### src/logic/move_exec_map.svh
// Constants for the data-move instruction executor: field widths, pointer update mode codes and reset values
`ifndef MOVE_EXEC_MAP_SVH
`define MOVE_EXEC_MAP_SVH

// ****************************************************************
// Field widths
// ****************************************************************
`define ADDR_W 16
`define BANK_W 6
`define PAGE_W 7
`define FILE_ADDR_W 7
`define OFFS_W 6

// ****************************************************************
// Pointer update mode codes
// ****************************************************************
`define MODE_PRE_INC 2'h0
`define MODE_PRE_DEC 2'h1
`define MODE_POST_INC 2'h2
`define MODE_POST_DEC 2'h3

// ****************************************************************
// Reset values
// ****************************************************************
`define PTR_RESET 16'h0000
`define ACC_RESET 8'h00
`define BANK_RESET 6'h00
`define PAGE_RESET 7'h00

`endif

### src/logic/move_exec_pkg.sv
// Types shared by the data-move instruction executor
package move_exec_pkg;

    typedef enum logic [5:0] {
        OP_NONE = 6'h01,
        OP_INDIRECT_MODE = 6'h02,
        OP_INDIRECT_OFFSET = 6'h04,
        OP_LOAD_BANK = 6'h08,
        OP_LOAD_PAGE = 6'h10,
        OP_LOAD_ACC = 6'h20
    } op_t;

    typedef enum logic [2:0] {
        ST_IDLE = 3'h1,
        ST_READ = 3'h2,
        ST_STORE = 3'h4
    } state_t;

endpackage

### src/logic/move_instruction_exec.sv
// Executor for indirect load, literal loads and accumulator store instructions
// ****************************************************************
// ****************************************************************
`timescale 1ns/1ps
`default_nettype none
`include "move_exec_map.svh"

module move_instruction_exec (
    input wire logic clk_sys, // 25 MHz instruction clock
    input wire logic reset, // Asynchronous, active high
    input wire logic start, // One-cycle request to execute one instruction
    input wire logic [2:0] op_sel, // 0 none,1 indirect mode,2 indirect offset,3 bank,4 page,5 acc lit,6 store
    input wire logic ptr_sel, // Chooses file pointer 0 or 1
    input wire logic [1:0] pointer_update_mode, // Pre/post inc/dec code
    input wire logic [5:0] offset_lit, // Signed relative offset, -32..31
    input wire logic [7:0] literal, // Immediate operand
    input wire logic [6:0] file_addr, // File register address field
    input wire logic ptr_load, // Writes ptr_load_val into selected pointer
    input wire logic [15:0] ptr_load_val, // Value for a direct pointer write
    input wire logic [7:0] mem_rdata, // Data sampled at the end of the cycle in which mem_rd is high
    output logic busy, // High in the read cycle of an indirect instruction only
    output logic done, // One-cycle pulse when an instruction completes
    output logic mem_rd, // One-cycle data memory read strobe
    output logic mem_wr, // One-cycle data memory write strobe
    output logic [15:0] mem_addr, // Data memory address
    output logic [7:0] mem_wdata, // Data memory write data
    output logic [7:0] acc, // Working accumulator
    output logic zero_flag, // Zero status flag
    output logic [5:0] bank_select_reg, // Bank select register
    output logic [6:0] pc_high_latch, // Program counter high latch
    output logic [15:0] file_pointer_0, // File pointer 0
    output logic [15:0] file_pointer_1 // File pointer 1
);

    // ****************************************************************
    // Helpers
    // ****************************************************************
    function automatic logic [15:0] step_ptr(input logic [15:0] p, input logic dec);
        // Plain 16-bit add keeps wrap-around free of any error path
        step_ptr = dec ? p - 16'h0001 : p + 16'h0001;
    endfunction

    function automatic logic [15:0] sel_ptr(input logic s, input logic [15:0] p0, input logic [15:0] p1);
        sel_ptr = s ? p1 : p0;
    endfunction

    move_exec_pkg::state_t state_reg;
    logic [15:0] cur_ptr;
    logic [15:0] offs_ext;

    assign cur_ptr = sel_ptr(ptr_sel, file_pointer_0, file_pointer_1);
    assign offs_ext = {{10{offset_lit[5]}}, offset_lit};

    // ****************************************************************
    // Request decode
    // ****************************************************************
    // A request is taken only while idle; in the read cycle it is dropped silently
    function automatic logic taken_as(input logic req, input logic idle, input logic [2:0] code,
            input logic [2:0] want);
        taken_as = req && idle && (code == want);
    endfunction

    logic in_idle;
    logic in_read;
    logic take_ind_mode;
    logic take_ind_offs;
    logic take_bank;
    logic take_page;
    logic take_acc;
    logic take_store;

    assign in_idle = (state_reg == move_exec_pkg::ST_IDLE);
    assign in_read = (state_reg == move_exec_pkg::ST_READ);
    assign take_ind_mode = taken_as(start, in_idle, op_sel, 3'h1);
    assign take_ind_offs = taken_as(start, in_idle, op_sel, 3'h2);
    assign take_bank = taken_as(start, in_idle, op_sel, 3'h3);
    assign take_page = taken_as(start, in_idle, op_sel, 3'h4);
    assign take_acc = taken_as(start, in_idle, op_sel, 3'h5);
    assign take_store = taken_as(start, in_idle, op_sel, 3'h6);

    // ****************************************************************
    // Sequencer
    // ****************************************************************
    // Only the indirect forms need a second cycle, for the read data to return
    always_ff @(posedge clk_sys or posedge reset) begin
        if (reset) begin
            state_reg <= move_exec_pkg::ST_IDLE;
        end else begin
            case (state_reg)
                move_exec_pkg::ST_IDLE: begin
                    if (take_ind_mode || take_ind_offs) begin
                        state_reg <= move_exec_pkg::ST_READ;
                    end
                end
                move_exec_pkg::ST_READ: begin
                    state_reg <= move_exec_pkg::ST_IDLE;
                end
                default: begin
                    // The store state is never entered; any stray code falls back to idle
                    state_reg <= move_exec_pkg::ST_IDLE;
                end
            endcase
        end
    end

    // ****************************************************************
    // Read handshake
    // ****************************************************************
    always_ff @(posedge clk_sys or posedge reset) begin
        if (reset) begin
            busy <= 1'b0;
            mem_rd <= 1'b0;
        end else begin
            busy <= take_ind_mode || take_ind_offs;
            mem_rd <= take_ind_mode || take_ind_offs;
        end
    end

    // ****************************************************************
    // Write strobe and completion
    // ****************************************************************
    always_ff @(posedge clk_sys or posedge reset) begin
        if (reset) begin
            mem_wr <= 1'b0;
            done <= 1'b0;
        end else begin
            mem_wr <= take_store;
            // Literal and store forms finish in the cycle they are taken
            done <= take_bank || take_page || take_acc || take_store || in_read;
        end
    end

    // ****************************************************************
    // Memory address
    // ****************************************************************
    // Held between accesses so the last address stays visible
    always_ff @(posedge clk_sys or posedge reset) begin
        if (reset) begin
            mem_addr <= `PTR_RESET;
        end else if (take_ind_mode) begin
            if (pointer_update_mode[1]) begin
                mem_addr <= cur_ptr;
            end else begin
                mem_addr <= step_ptr(cur_ptr, pointer_update_mode[0]);
            end
        end else if (take_ind_offs) begin
            mem_addr <= cur_ptr + offs_ext;
        end else if (take_store) begin
            mem_addr <= {3'h0, bank_select_reg, file_addr};
        end
    end

    // ****************************************************************
    // Write data
    // ****************************************************************
    always_ff @(posedge clk_sys or posedge reset) begin
        if (reset) begin
            mem_wdata <= `ACC_RESET;
        end else if (take_store) begin
            mem_wdata <= acc;
        end
    end

    // ****************************************************************
    // Accumulator and zero flag
    // ****************************************************************
    always_ff @(posedge clk_sys or posedge reset) begin
        if (reset) begin
            acc <= `ACC_RESET;
            zero_flag <= 1'b0;
        end else if (in_read) begin
            acc <= mem_rdata;
            zero_flag <= (mem_rdata == 8'h00);
        end else if (take_acc) begin
            acc <= literal;
        end
    end

    // ****************************************************************
    // Bank select and page latch (flags untouched)
    // ****************************************************************
    always_ff @(posedge clk_sys or posedge reset) begin
        if (reset) begin
            bank_select_reg <= `BANK_RESET;
            pc_high_latch <= `PAGE_RESET;
        end else begin
            if (take_bank) begin
                bank_select_reg <= literal[5:0];
            end
            if (take_page) begin
                pc_high_latch <= literal[6:0];
            end
        end
    end

    // ****************************************************************
    // File pointers
    // ****************************************************************
    // Offset loads never touch the pointer, so a direct write is held off then too
    always_ff @(posedge clk_sys or posedge reset) begin
        if (reset) begin
            file_pointer_0 <= `PTR_RESET;
            file_pointer_1 <= `PTR_RESET;
        end else if (take_ind_mode) begin
            // Pre and post forms leave the pointer at the same stepped value
            if (ptr_sel) begin
                file_pointer_1 <= step_ptr(file_pointer_1, pointer_update_mode[0]);
            end else begin
                file_pointer_0 <= step_ptr(file_pointer_0, pointer_update_mode[0]);
            end
        end else if (ptr_load && in_idle && !take_ind_offs) begin
            // A direct write in the read cycle or with an indirect request is ignored to keep the pointer consistent
            if (ptr_sel) begin
                file_pointer_1 <= ptr_load_val;
            end else begin
                file_pointer_0 <= ptr_load_val;
            end
        end
    end

endmodule
`default_nettype wire

### config.mk
export PLATFORM = sky130hd
export DESIGN_NAME = move_instruction_exec
export DESIGN_NICKNAME = d
export VERILOG_FILES = /design/src/logic/move_exec_pkg.sv /design/src/logic/move_instruction_exec.sv
export VERILOG_INCLUDE_DIRS = /design/src /design/src/logic
export SDC_FILE = /design/constraint.sdc
export NUM_CORES = 1
export LEC_CHECK = 0
export BUFFER_PORTS_ARGS = -buffer_cell sky130_fd_sc_hd__buf_2
export CAP_MARGIN = 30
export CELL_PAD_IN_SITES_DETAIL_PLACEMENT = 0
export CELL_PAD_IN_SITES_GLOBAL_PLACEMENT = 1
export CORE_MARGIN = 5
export CORE_UTILIZATION = 38
export CTS_CLUSTER_SIZE = 25
export DETAILED_ROUTE_END_ITERATION = 6
export HOLD_SLACK_MARGIN = 0.03
export PLACE_DENSITY_LB_ADDON = 0.1
export REMOVE_ABC_BUFFERS = 1
export SLEW_MARGIN = 25
export SYNTH_ARGS = -nofsm -noshare
export SYNTH_HDL_FRONTEND = slang
export SYNTH_SLANG_ARGS = --single-unit
### constraint.sdc
create_clock -name clk_sys -period 2.75 [get_ports clk_sys]
set_input_delay 0.1375 -clock clk_sys [delete_from_list [all_inputs] [get_ports clk_sys]]
set_output_delay 0.1375 -clock clk_sys [all_outputs]
set_load 0.005 [all_outputs]
==> flow_metrics.env, run 1 <==
export IMPL_overflow=0
export IMPL_tritoncts="yes"
export IMPL_reg2reg_depth=12
export IMPL_hold_class="primary input to register"
export IMPL_nets=1076
export IMPL_drive_gt1_share_pct=34.5
export IMPL_multi_input_area_um2=4460
export IMPL_timing_fmax_mhz=350
export IMPL_grt_pass1_vias=6687
export IMPL_cp_required_ns=2.96
export IMPL_p_int_mw=3.90
export IMPL_period_needed_ns=2.85
export IMPL_clk_pin_slew_ns=0.07
export IMPL_seqCellArea_um2=2080
export IMPL_reg_top3="file_pointer_0 (16), file_pointer_1 (16), mem_addr (16)"
export IMPL_syn_area_per_cell_um2=8.87
export IMPL_holdWs_ns=0.0519
export IMPL_setup_worst_path_start_class="register"
export IMPL_synth_edf_count=0
export IMPL_maxSlewHeadroom_pct=43.4
export IMPL_arrival_ns=3.06
export IMPL_pre_cts_ws_ns=-0.342
export IMPL_grt_setup_unrepaired="true"
export IMPL_cts_buffers=9
export IMPL_start_util_pct=38.3
export IMPL_swShare_pct=38.0
export IMPL_yosysUniqueCellTypes=71
export IMPL_die_area_um2=20000
export IMPL_setup_viol=2
export IMPL_pwr_density_cell_nw_per_um2=723
export IMPL_clock_path_buffers=2
export IMPL_dp_hpwl_um=16100
export IMPL_seq_area_frac_synth_pct=31.7
export IMPL_syn_inst=740
export IMPL_dieHeight_um=141
export IMPL_async_reset_ff_share_pct=100
export IMPL_die_x_um=141
export IMPL_vias_per_cell=5.40
export IMPL_critPathMaxFanout=2
export IMPL_tns_ns=-0.172
export IMPL_fin_util_pct=50.8
export IMPL_fp_coreArea_um2=17100
export IMPL_cts_root_buf="clkbuf_16"
export IMPL_antenna_found_initial=0
export IMPL_areaGrowthSynthToFinish_pct=32.6
export IMPL_min_from="literal[6]"
export IMPL_routedWlPerCell_um=17.2
export IMPL_run_status="finished with violations"
export IMPL_synth_area_um2=6560
export IMPL_grt_max_degree=84
export IMPL_clk_latency_ns=0.35
export IMPL_reg2reg_to="mem_addr[14]"
export IMPL_violations="setup timing"
export IMPL_dr_pass1_iters=5
export IMPL_hold_viol_final=0
export IMPL_post_route_period_util_pct=104
export IMPL_io_buffers=136
export IMPL_clock_sinks=83
export IMPL_ant_nets=0
export IMPL_num_io_pins=137
export IMPL_gr_usage_all_layers_pct=20.6
export IMPL_r2r_start="file_pointer_0[0]"
export IMPL_p_leak_nw=4.19
export IMPL_cpLargestDelayFamily="compound AO/OA/AOI/OAI gates"
export IMPL_share_comb_of_total_power_pct=52.4
export IMPL_slowest_stage="dfrtp_1"
export IMPL_p_clk_share_pct=19.8
export IMPL_synth_seq_cells=83
export IMPL_hold_depth=2
export IMPL_drc_errors=0
export IMPL_drt_total_wl_um=20500
export IMPL_nFillCells=1661
export IMPL_placementRows=48
export IMPL_critPathBufInv=1
export IMPL_power_frac_seq_pct=27.8
export IMPL_critical_path_class="register to register"
export IMPL_power_switching_mw=2.39
export IMPL_setup_ws_ns=-0.104
export IMPL_synth_warning_count=0
export IMPL_total_power_mw=6.30
export IMPL_maxCapViolCount=0
export IMPL_drt_initial_drc_count=340
export IMPL_grt_pass1_wl_um=33600
export IMPL_path_cells="mux2_4 > buf_6 > fa_2 > a211oi_4 > o21bai_4 > a31oi_4 > o21ai_2 > a2111oi_2 > nor3_1 > a21oi_1 > xor2_1 > o221ai_1"
export IMPL_htree_levels=3
export IMPL_ir_drop_mv=0.347
export IMPL_report_final_slew_viol_count=0
export IMPL_synth_ff_type="dfrtp_1"
export IMPL_r2r_setup_slack_ns=-0.10
export IMPL_slowest_delay_ns=0.38
export IMPL_worstHoldEndpoint="pc_high_latch[6]"
export IMPL_crit_path_end_kind="register"
export IMPL_gp_congestion=0.860
export IMPL_skew_ns=0.00938
export IMPL_antenna_cells=0
export IMPL_tightest_slew_ns=0.846
export IMPL_vias=6427
-- worst max path at each step --
| stage | startpoint | endpoint | slack [ns] | depth (start not counted) |
|---|---|---|---|---|
| 3_5_place_dp | file_pointer_0[0] | mem_addr[14] | -0.34 | 12 |
| 5_1_grt | file_pointer_0[0] | mem_addr[12] | -0.22 | 12 |
| 4_1_cts | file_pointer_0[0] | mem_addr[12] | -0.14 | 13 |
| 6_report | file_pointer_0[0] | mem_addr[14] | -0.10 | 12 |
| 3_3_place_gp | file_pointer_0[0] | mem_addr[14] | -0.28 | 12 |
| 2_1_floorplan | file_pointer_0[0] | mem_addr[14] | -0.28 | 12 |
-- per-layer routing --
layer	share of wire (%)	vias up	wire (µm)	GRT usage [%]
met2	50	150	10300	37.1
met1	43	3083	8820	25.3
met5	0	-	0	0
li1	-	3168	-	-
met4	2.0	0	401	6.36
met3	4.6	26	950	3.17
-- area by class of cell --
class | instances | share of cell area [%]
multi-input cells | 607 | 51.3
inverters | 23 | 1.01
clock buffers | 9 | 2.59
well taps | 225 | 3.24
flip-flops and latches | 83 | 23.9
repair buffers | 236 | 17.1
clock inverters | 7 | 0.863
-- cells in the final DEF (no fill, tap or decap), drive strengths merged, types with 8 or more instances in the layout --
| cell | count |
|---|---|
| ha | 57 |
| xnor2 | 27 |
| a31oi | 17 |
| clkbuf | 9 |
| and3 | 9 |
| a21o | 22 |
| dfrtp | 82 |
| nor2b | 9 |
| o21ai | 62 |
| xor2 | 22 |
| a211oi | 9 |
| nor3 | 19 |
| a21oi | 56 |
| nand3 | 10 |
| nor2 | 64 |
| mux2 | 35 |
| o21a | 12 |
| inv | 24 |
| o21bai | 8 |
| nand2 | 80 |
| buf | 235 |
-- power by group through the flow --
stage                     sequential (mW)  clock (mW)  combinational (mW)
after global routing                 1.79        1.33                3.66
after floorplan                      1.78           0                1.83
after detailed placement             1.78           0                3.07
after global placement               1.76           0                3.00
final                                1.75        1.25                3.30
after CTS                            1.75        1.28                3.22
-- cell families after synthesis --
kind of cell    Yosys count  synth area share [%]
compound gates          240                  24.9
simple gates            215                  14.6
flops                    83                  31.7
fa+ha+maj                61                  12.1
buf+inv                  50                  3.01
xor+xnor                 49                  6.54
mux                      42                  7.13
-- what timing repair did --
item | 4_1_cts | 5_1_grt
hold buffers | 1 | 0
endpoints found under the setup margin | 10 | 20
hold endpoints to repair | 82 | 0
buffers inserted | 13 | 6
pin swaps | 20 | 31
gates resized for setup | 12 | 25
-- cell usage after synthesis (all sizes together), types with 17 or more instances --
library cell / count / area, µm²
a21o: 22 / 165
a21oi: 56 / 292
a31oi: 17 / 113
clkbuf: 19 / 71.3
dfrtp: 82 / 2050
ha: 57 / 713
inv: 23 / 86.3
mux2: 35 / 398
nand2: 80 / 300
nor2: 64 / 243
nor3: 19 / 100
o21ai: 62 / 318
xnor2: 27 / 236
xor2: 22 / 193
-- metrics by stage --
step                      cells  instance area, µm²
after floorplan             713                6450
after global placement     1159                8100
after detailed placement   1159                8100
after CTS                  1189                8560
after global routing       1190                8700
final                      1190                8700
Power figures use the tool's default switching activity.
==> inputs of run 2 (changes only) <==
--- a/config.mk
+++ b/config.mk
@@ -11,7 +11,8 @@
 export CELL_PAD_IN_SITES_DETAIL_PLACEMENT = 0
 export CELL_PAD_IN_SITES_GLOBAL_PLACEMENT = 1
 export CORE_MARGIN = 5
-export CORE_UTILIZATION = 38
+export CORE_UTILIZATION = 39
+export CTS_BUF_LIST = sky130_fd_sc_hd__clkbuf_2
 export CTS_CLUSTER_SIZE = 25
 export DETAILED_ROUTE_END_ITERATION = 6
 export HOLD_SLACK_MARGIN = 0.03
==> run 2 against run 1 <==
  * The run still ends with setup timing left
  * Clock skew grew 0.034 ns
  * Core utilization rose by 3.6 points
  * Flip-flop and latch count unchanged
  * Critical path depth increased by 1
  * Clock-buffer cell count stayed put
  * Final cell count grew 3.0%
  * Sequential share of layout area decreased by 0.78 points
  * Maximum frequency fell by 1.8%
  * Sequential power about the same
  * Largest cell class unchanged
==> flow_metrics.env, run 2 (synthesis results as in run 1) <==
export IMPL_nets=1116
export IMPL_start_util_pct=39.7
export IMPL_gp_congestion=0.875
export IMPL_gr_usage_all_layers_pct=20.8
export IMPL_use_met3_pct=3.36
export IMPL_run_status="finished with violations"
export IMPL_r2r_setup_slack_ns=-0.16
export IMPL_fp_coreArea_um2=16500
export IMPL_slowest_stage="dfrtp_1"
export IMPL_grtUsageMet2_pct=36.3
export IMPL_hold_viol_final=0
export IMPL_instances_no_fill=1226
export IMPL_maxCapViolCount=0
export IMPL_drc_errors=0
export IMPL_drt_initial_drc_count=190
export IMPL_tritoncts="yes"
export IMPL_crit_start="file_pointer_0[0]"
export IMPL_hold_class="primary input to asynchronous set/reset pin"
export IMPL_ant_nets=0
export IMPL_reg_top3="file_pointer_0 (16), file_pointer_1 (16), mem_addr (16)"
export IMPL_cts_root_buf="clkbuf_2"
export IMPL_skew_ns=0.0430
export IMPL_cpLargestDelayFamily="compound AO/OA/AOI/OAI gates"
export IMPL_routedWlPerCell_um=16.6
export IMPL_cts_buffers=9
export IMPL_placed_cells=1140
export IMPL_areaGrowthSynthToFinish_pct=37.1
export IMPL_clk_latency_ns=0.60
export IMPL_clock_sinks=83
export IMPL_violations="setup timing"
export IMPL_maxSlewHeadroom_pct=54.8
export IMPL_io_buffers=136
export IMPL_grtUsageMet1_pct=26.3
export IMPL_period_needed_ns=2.91
export IMPL_drive_gt1_share_pct=32.5
export IMPL_critical_path_class="register to register"
export IMPL_dp_hpwl_um=15600
export IMPL_critPathMaxFanout=2
export IMPL_clock_path_buffers=2
export IMPL_grt_pass1_wl_um=33400
export IMPL_num_io_pins=137
export IMPL_die_area_um2=19500
export IMPL_p_leak_nw=4.29
export IMPL_antenna_found_initial=1
export IMPL_clk_pin_slew_ns=0.29
export IMPL_tightest_slew_ns=0.675
export IMPL_tns_ns=-0.298
export IMPL_timing_fmax_mhz=344
export IMPL_reg2reg_to="mem_addr[12]"
export IMPL_ir_drop_mv=0.210
export IMPL_path_cells="mux2_4 > buf_6 > fa_2 > a211oi_2 > o21bai_1 > a31oi_2 > o21ai_2 > buf_4 > a21o_1 > a21oi_2 > xor2_1 > o221ai_1 > o21a_1"
export IMPL_htree_levels=3
export IMPL_setup_ws_ns=-0.156
export IMPL_report_final_slew_viol_count=0
export IMPL_grt_setup_unrepaired="true"
export IMPL_setup_viol=5
export IMPL_pwr_density_cell_nw_per_um2=647
export IMPL_grt_pass1_vias=6709
export IMPL_die_x_um=140
export IMPL_crit_path_end_kind="register"
export IMPL_vias_per_cell=5.26
export IMPL_cp_endpoint="mem_addr[12]"
export IMPL_final_cell_mix="buf_2 (136), dfrtp_1 (82), buf_4 (82)"
export IMPL_post_route_period_util_pct=106
export IMPL_r2r_start="file_pointer_0[0]"
export IMPL_vias=6453
export IMPL_arrival_ns=3.45
export IMPL_critPathBufInv=2
export IMPL_drt_total_wl_um=20300
export IMPL_grt_max_degree=55
export IMPL_reg2reg_depth=13
export IMPL_dieHeight_um=140
export IMPL_busiest_layer="met2"
export IMPL_cp_required_ns=3.29
export IMPL_placementRows=47
export IMPL_cp_num_cells=13
export IMPL_layout_commonest_cell="buf_2"
export IMPL_setup_worst_path_start_class="register"
export IMPL_dr_pass1_iters=4
export IMPL_slowest_delay_ns=0.44
export IMPL_overflow=0
==> run 2: changes by cell type in the layout (fill, tap and decap cells not counted), moves of 2 or more <==
| cell | change |
|---|---|
| mux2_2 | +2 |
| buf_4 | -11 |
| mux2_4 | -2 |
| clkbuf_16 | -9 |
| clkbuf_2 | +9 |
| dlygate4sd3_1 | +52 |
| clkinvlp_4 | -2 |
| o31ai_4 | +2 |
| o31ai_2 | -2 |
==> run 2: cell type report <==
| type | count | area (µm²) |
|---|---|---|
| antenna | 1 | 2.50 |
| clock buffer | 9 | 45.0 |
| clock inverter | 7 | 83.8 |
| fill | 1573 | 7530 |
| inverter | 23 | 87.6 |
| multi-input combinational | 607 | 4510 |
| sequential | 83 | 2080 |
| tap | 220 | 275 |
| timing repair buffer | 276 | 1910 |
==> run 2: worst min-delay path: stages <==
cell and delay [ns]:
dlygate4sd3_1 0.53, buf_2 0.13, clkinv_2 0.40
==> run 2: layer usage <==
layer  routed length (µm)  vias to the layer above
met4                  343                        0
li1                     -                     3241
met1                 9030                     3045
met2                10100                      142
met3                  812                       25
met5                    0                        -
==> run 2: timing repair <==
action | in CTS | in global routing
pin swaps | 35 | 34
setup buffers | 8 | 9
setup endpoints to repair | 11 | 20
endpoints found under the hold margin | 145 | 0
gates resized for setup | 23 | 23
hold buffers | 54 | 0
==> run 2: power breakdown <==
part / switching, mW / internal [mW] / leakage, nW / total (mW)
clock: 0.500 / 0.229 / 0.0754 / 0.729
combinational: 1.64 / 1.71 / 3.22 / 3.35
sequential: 0.226 / 1.52 / 0.995 / 1.75
total: 2.36 / 3.46 / 4.29 / 5.82
==> run 2: per-stage QoR <==
step / utilization (%) / hold slack [ns] / power [mW] / worst slack (ns) / instance area (µm²)
after detailed placement: 48.3 / 0.223 / 4.75 / -0.386 / 7980
after CTS: 53.4 / 0.0486 / 5.73 / -0.147 / 8830
final: 54.4 / 0.0865 / 5.82 / -0.156 / 9000
after global routing: 54.4 / 0.0690 / 6.30 / -0.262 / 9000
after floorplan: - / 0.232 / 3.61 / -0.282 / 6450
after global placement: 48.3 / 0.228 / 4.68 / -0.315 / 7980
==> run 2: worst min-delay path by stage <==
stage	end	slack [ns]	from
after floorplan	file_pointer_0[11]	0.23	ptr_sel
after CTS	mem_addr[2]	0.05	reset
after detailed placement	mem_rd	0.22	reset
after global placement	mem_rd	0.23	reset
after global routing	mem_addr[2]	0.07	reset
final	mem_addr[2]	0.09	reset
